--- src/hw/slcg_map.svh ---
`ifndef SLCG_MAP_SVH
`define SLCG_MAP_SVH
// bit positions inside the core control register
`define SLCG_BIT_SEL_HI   7
`define SLCG_BIT_SLP_EN   6
`define SLCG_BIT_SEL_MID  5
`define SLCG_BIT_SEL_LO   4
// reset value of the core control register
`define SLCG_CTRL_RST     8'h00
// sleep mode codes, {hi, mid, lo}
`define SLCG_MD_IDLE      3'h0
`define SLCG_MD_ADCNR     3'h1
`define SLCG_MD_PDOWN     3'h2
`define SLCG_MD_PSAVE     3'h3
`define SLCG_MD_RSV4      3'h4
`define SLCG_MD_RSV5      3'h5
`define SLCG_MD_STBY      3'h6
`define SLCG_MD_XSTBY     3'h7
// all gates open, all port enables cleared
`define SLCG_GATES_ON     5'h1F
`define SLCG_OE_OFF       32'h0000_0000
`endif

--- src/hw/slcg_pkg.sv ---
`include "slcg_map.svh"
package slcg_pkg;
    // six legal sleep modes plus two reserved codes
    typedef enum logic [2:0] {
        SLCG_IDLE  = `SLCG_MD_IDLE,
        SLCG_ADCNR = `SLCG_MD_ADCNR,
        SLCG_PDOWN = `SLCG_MD_PDOWN,
        SLCG_PSAVE = `SLCG_MD_PSAVE,
        SLCG_RSV4  = `SLCG_MD_RSV4,
        SLCG_RSV5  = `SLCG_MD_RSV5,
        SLCG_STBY  = `SLCG_MD_STBY,
        SLCG_XSTBY = `SLCG_MD_XSTBY
    } slcg_mode_t;

    // controller state, one-hot
    typedef enum logic [1:0] {
        SLCG_RUN   = 2'b01,
        SLCG_SLEEP = 2'b10
    } slcg_state_t;

    // clock domain enables, high = domain clocked
    typedef struct packed {
        logic cpu;   // processor core
        logic io;    // synchronous peripherals and interrupt logic
        logic adc;   // converter clock
        logic asy;   // asynchronous timer
        logic osc;   // main oscillator
    } slcg_gate_t;
endpackage

--- src/hw/slcg_top.sv ---
`timescale 1ns/1ps
`include "slcg_map.svh"
// Operation
// - six software-selected sleep modes
// - idle halts only the core clock
// - power-down stops oscillator, waits external wake
// - power-save keeps asynchronous timer clocked
// - noise-reduction keeps timer, converter and oscillator
// - standby keeps oscillator running only
// - extended standby keeps oscillator and timer
// - port pins high-impedance during any reset
// - control bits at positions seven to four
module slcg_top
    import slcg_pkg::*;
(
    input  wire logic        CLK_SYS,     // 10 MHz system clock
    input  wire logic        RST_N,       // asynchronous reset, active low
    input  wire logic        CLK_EN,      // freezes all state while low
    input  wire logic        CTRL_WR,     // write strobe for control register
    input  wire logic [7:0]  CTRL_WDATA,  // write data
    output logic      [7:0]  CTRL_RDATA,  // control register contents
    input  wire logic        SLEEP_EXEC,  // sleep instruction executes
    input  wire logic        EXT_IRQ,     // external interrupt pin, async
    input  wire logic        INT_IRQ,     // internal interrupt, same clock
    output slcg_gate_t       CLK_GATES,   // clock domain enables
    output logic             SLEEPING,    // high while asleep
    input  wire logic [31:0] GPIO_OUT_IN, // port output data from port logic
    input  wire logic [31:0] GPIO_OE_IN,  // port drive enables from port logic
    output logic      [31:0] GPIO_OUT,    // port pin output value
    output logic      [31:0] GPIO_OE      // port pin drive enable
);

    // external interrupt synchroniser
    logic       ext_meta_reg;   // first stage, read only by second
    logic       ext_sync_reg;   // second stage
    logic       ext_sync_next;

    // control register
    logic [7:0] ctrl_reg;       // core control register
    logic [7:0] ctrl_next;

    // sleep controller
    slcg_state_t state_reg;
    slcg_state_t state_next;
    slcg_mode_t  mode_reg;      // mode latched at sleep entry
    slcg_mode_t  mode_next;
    slcg_gate_t  gate_reg;      // registered clock enables
    slcg_gate_t  gate_next;

    // decoded software fields
    slcg_mode_t  sel_mode;      // mode requested by software
    logic        slp_en;        // sleep-enable bit
    logic        sel_legal;     // reserved codes never sleep
    logic        enter;         // sleep is taken this cycle
    logic        wake;          // qualifying wake event

    // synchroniser, pin comes from outside the clock domain
    always_comb
    begin
        ext_sync_next = ext_meta_reg;
    end

    always_ff @(posedge CLK_SYS or negedge RST_N)
    begin
        if (!RST_N)
        begin
            ext_meta_reg <= 1'b0;
            ext_sync_reg <= 1'b0;
        end
        else if (CLK_EN)
        begin
            ext_meta_reg <= EXT_IRQ;
            ext_sync_reg <= ext_sync_next;
        end
    end

    // field decode; mode select split across three bits
    always_comb
    begin
        sel_mode  = slcg_mode_t'({ctrl_reg[`SLCG_BIT_SEL_HI],
                                  ctrl_reg[`SLCG_BIT_SEL_MID],
                                  ctrl_reg[`SLCG_BIT_SEL_LO]});
        slp_en    = ctrl_reg[`SLCG_BIT_SLP_EN];
        // only the six named codes may sleep
        sel_legal = (sel_mode != SLCG_RSV4) && (sel_mode != SLCG_RSV5);
        enter     = SLEEP_EXEC && slp_en && sel_legal;
    end

    // wake sources depend on the mode held
    always_comb
    begin
        unique case (mode_reg)
            // idle and noise-reduction: internal or external interrupt wakes
            SLCG_IDLE, SLCG_ADCNR:
                wake = ext_sync_reg || INT_IRQ;
            // deep modes: only the external interrupt wakes
            default:
                wake = ext_sync_reg;
        endcase
    end

    // control register write; software keeps full byte
    always_comb
    begin
        ctrl_next = ctrl_reg;
        if (CTRL_WR)
        begin
            ctrl_next = CTRL_WDATA;
        end
    end

    // state and mode next values
    always_comb
    begin
        state_next = state_reg;
        mode_next  = mode_reg;
        unique case (state_reg)
            SLCG_RUN:
            begin
                if (enter)
                begin
                    state_next = SLCG_SLEEP;
                    mode_next  = sel_mode;
                end
            end
            SLCG_SLEEP:
            begin
                // core is stopped, so no new instruction can arrive
                if (wake)
                begin
                    state_next = SLCG_RUN;
                end
            end
        endcase
    end

    // gate pattern follows next state so gates align with state_reg
    always_comb
    begin
        gate_next = `SLCG_GATES_ON;
        if (state_next == SLCG_SLEEP)
        begin
            unique case (mode_next)
                SLCG_IDLE:
                    gate_next.cpu = 1'b0;
                SLCG_ADCNR:
                begin
                    gate_next.cpu = 1'b0;
                    gate_next.io  = 1'b0;
                end
                SLCG_PDOWN:
                begin
                    // registers hold their contents with clocks off
                    gate_next = '0;
                end
                SLCG_PSAVE:
                begin
                    gate_next     = '0;
                    gate_next.asy = 1'b1;
                end
                SLCG_STBY:
                begin
                    // oscillator kept for a fast start-up
                    gate_next     = '0;
                    gate_next.osc = 1'b1;
                end
                SLCG_XSTBY:
                begin
                    gate_next     = '0;
                    gate_next.osc = 1'b1;
                    gate_next.asy = 1'b1;
                end
                default:
                    gate_next = `SLCG_GATES_ON;
            endcase
        end
    end

    // controller registers
    always_ff @(posedge CLK_SYS or negedge RST_N)
    begin
        if (!RST_N)
        begin
            ctrl_reg  <= `SLCG_CTRL_RST;
            state_reg <= SLCG_RUN;
            mode_reg  <= SLCG_IDLE;
            gate_reg  <= `SLCG_GATES_ON;
        end
        else if (CLK_EN)
        begin
            ctrl_reg  <= ctrl_next;
            state_reg <= state_next;
            mode_reg  <= mode_next;
            gate_reg  <= gate_next;
        end
    end

    // outputs; port gating is combinational so it acts with no clock
    always_comb
    begin
        CTRL_RDATA = ctrl_reg;
        CLK_GATES  = gate_reg;
        SLEEPING   = (state_reg == SLCG_SLEEP);
        GPIO_OUT   = GPIO_OUT_IN;
        // any reset releases every pin at once
        GPIO_OE    = RST_N ? GPIO_OE_IN : `SLCG_OE_OFF;
        // the reset input itself is trusted to meet the pulse width
    end
endmodule

--- config.mk ---
export PLATFORM = sky130hd
export DESIGN_NAME = slcg_top
export DESIGN_NICKNAME = d
export VERILOG_FILES = /design/src/hw/slcg_pkg.sv /design/src/hw/slcg_top.sv
export VERILOG_INCLUDE_DIRS = /design/src /design/src/hw
export SDC_FILE = /design/constraint.sdc
export NUM_CORES = 1
export LEC_CHECK = 0
export ABC_AREA = 1
export ABC_CLOCK_PERIOD_IN_PS = 1500
export BUFFER_PORTS_ARGS = -buffer_cell sky130_fd_sc_hd__clkbuf_2
export CORE_AREA = 2 2 68 70
export CTS_CLUSTER_DIAMETER = 80
export DETAILED_ROUTE_END_ITERATION = 8
export DIE_AREA = 0 0 70 72
export HOLD_SLACK_MARGIN = 0.15
export PLACE_DENSITY = 0.78
export SLEW_MARGIN = 20
export SYNTH_ARGS = -nofsm -noshare
export SYNTH_HDL_FRONTEND = slang
export SYNTH_SLANG_ARGS = --single-unit
--- constraint.sdc ---
create_clock -name CLK_SYS -period 1.5 [get_ports CLK_SYS]
set_input_delay 0.15 -clock CLK_SYS [delete_from_list [all_inputs] [get_ports CLK_SYS]]
set_output_delay 0.15 -clock CLK_SYS [all_outputs]
set_load 0.05 [all_outputs]
==> out/metrics.cfg <==
[run_status]
status=finished with violations
violations=hold timing

[critical_path]
crit_path_start=state_reg[0]
r2r_slack_ns=0.17
reg2reg_to=CLK_GATES[3]
crit_path_end_kind=flip-flop
r2r_start=state_reg[0]
cp-start-kind=flip-flop
cp_num_buf_inv=2
cp_cell_sequence=inv_2 > nor2_4 > nand3_2 > nand2_1 > nand2_1 > nand2_1 > nand4_1 > nand2_1 > inv_1
critPathTopFamily=simple AND/OR/NAND/NOR gates
cp_max_fo=4
critPathArrivalTime_ns=1.53
endpoint=CLK_GATES[3]
criticalPathCategory=flip-flop to flip-flop
cpMostUsedCell=nand2_1
critPathRequiredTime_ns=1.70
cp_num_cells=9
reg2reg_depth=9
slowest_delay_ns=0.55
crit_slowest_cell=dfstp_2

[timing]
worst_slack_ns=0.169
fin_crit_sh=0.888
fin_skew_ns=0.00263
finalHoldViolCount=14
holdWs_ns=-0.159
period_needed_ns=1.33
max_freq_mhz=751
tightestPinTransition_ns=0.404
finalSetupViolations=0
slew_viol_final=0
tns_ns=0
rsz0062_at_grt=no
slew-limit-headroom=0.730

[floorplanning]
core-area_um2=4260
pin_count=157
placementRows=24
die_x_um=70
die-area_um2=5040
die_height_um=72
start_util=0.330

[global_routing]
grt_pass1_wl_mm=5.51
globalRouteTotalUtil=0.133
antenna_found_initial=0
grt_overflow_total=0
grt_max_degree=34
grt_pass1_vias=1321

[detailed_routing]
drc_errors=0
routed_wl_mm=3.25
drtIter0Drc=42
routedWlPerCell_um=10.1
num_vias=1363
drt.antenna.violating_nets=0
drt-vias-per-instance=4.25
first_pass_iters=4

[final_layout]
largest_register_ffs=8
fin_cells=321
postLayoutCoreUtil=0.432
syn_to_final_growth_pct=30.8
finish.instance_area_um2=1840
fin_nets=349
n_antenna_cell=0
layout-drive-gt1-share=0.450

[run]
maxCapViolations=0

[synth]
netlist_top_cells_area=dfrtp_1 25%, buf_4 18%, nand2_1 14%, dfstp_2 11%, inv_1 11%
yosys.area.top_type=dfrtp_1
syn_area_um2=1410
yosys_warnings=0
synthFlopType=dfrtp_1
ys_seq_area_frac=0.361
synth-edff-count=0
synthArstFlopShare=1.00
ys_types=23
synth_top_area_share=0.249
netlist_instances=199
syn-num-nets=278
syn_avg_cell_area_um2=7.08
ys_seq_elements=20

[clock_network]
clkTransAtPathRegs_ns=0.07
cts_tree=yes
cts_buffers=3
clk-insertion-delay-late_ns=0.26
clkSinkCount=20
postCtsHoldBufs=10
root_buffer=clkbuf_8
h-tree-depth=1
clockBufferDepth=2
cts_setup_buffers=0

[place]
place_congestion=0.767
place_area_um2=1700
dp.final_hpwl_mm=2.54
port_buffers=92
pre_cts_ws_ns=0.207
dp_cells=308

[power]
p_total_mw=2.04
power_density_nw_per_um2=1100
leakagePower_nw=1.23
ir_worst_vdd_mv=0.375

[min_path]
hp-class=primary input to async pin

synthesized netlist by cell type (5+ instances only):
library cell	number
a21oi_1	6
buf_4	33
dfrtp_1	14
dfstp_2	6
inv_1	41
mux2_2	5
nand2_1	53
nor2_1	11
power by group:
part | internal [mW] | total [mW] | switching (mW)
registers | 0.652 | 0.711 | 0.0596
clock network | 0.234 | 0.418 | 0.184
logic | 0.252 | 0.907 | 0.654
kinds of logic after synthesis:
family / share of synthesized area
compound gates: 0.0560
simple gates: 0.234
buf+inv: 0.310
mux: 0.0400
flops: 0.361
per-layer routing:
metal,part of all wire,vias to the layer above,global-route usage
met5,0,-,0
met4,0.0083,0,0.0363
met3,0.088,4,0.0375
met2,0.51,62,0.248
met1,0.39,607,0.150
li1,-,690,-
layout by cell type, fill, tap and decap left out:
cell type,instances
a21oi_1,6
a22oi_1,1
a31oi_1,3
buf_12,1
buf_4,1
clkbuf_2,92
clkbuf_8,4
clkinv_1,2
dfrtp_1,14
dfstp_2,6
dlygate4sd3_1,9
inv_1,41
inv_2,3
mux2_2,5
nand2_1,53
nand2_2,3
nand3_1,1
nand3_2,1
nand4_1,3
nor2_1,11
nor2_2,3
nor2_4,1
o21ai_0,3
o21bai_1,1
or2_2,1
area by class of cell:
cell class,count,area (um^2)
clock buffer,4,55.1
fill,434,2420
inverter,46,173
multi-input combinational,96,464
sequential,20,508
tap,52,65.1
timing repair buffer,103,578
how the worst min path moves through the flow:
stage | startpoint | endpoint | slack (ns) | depth (start not counted)
after detailed placement | RST_N | ext_sync_reg | 0.14 | 2
final | RST_N | state_reg[1] | -0.16 | 2
after global placement | RST_N | state_reg[1] | 0.14 | 2
after CTS | INT_IRQ | state_reg[0] | 0.21 | 5
after floorplan | RST_N | CTRL_RDATA[0] | -0.15 | 0
after global routing | RST_N | ext_sync_reg | -0.13 | 2
worst reg2reg max path, delay by kind of cell, from the launching register on:
kind	cells	cell delay (ns)
buffers and inverters	2	0.10
flip-flops	1	0.55
AND/OR/NAND/NOR	7	0.64
timing repair:
item                                    4_1_cts  5_1_grt
endpoints found under the setup margin        0       14
endpoints found under the hold margin        29       20
resized for setup                             0        0
(Power assumes the default switching activity.)
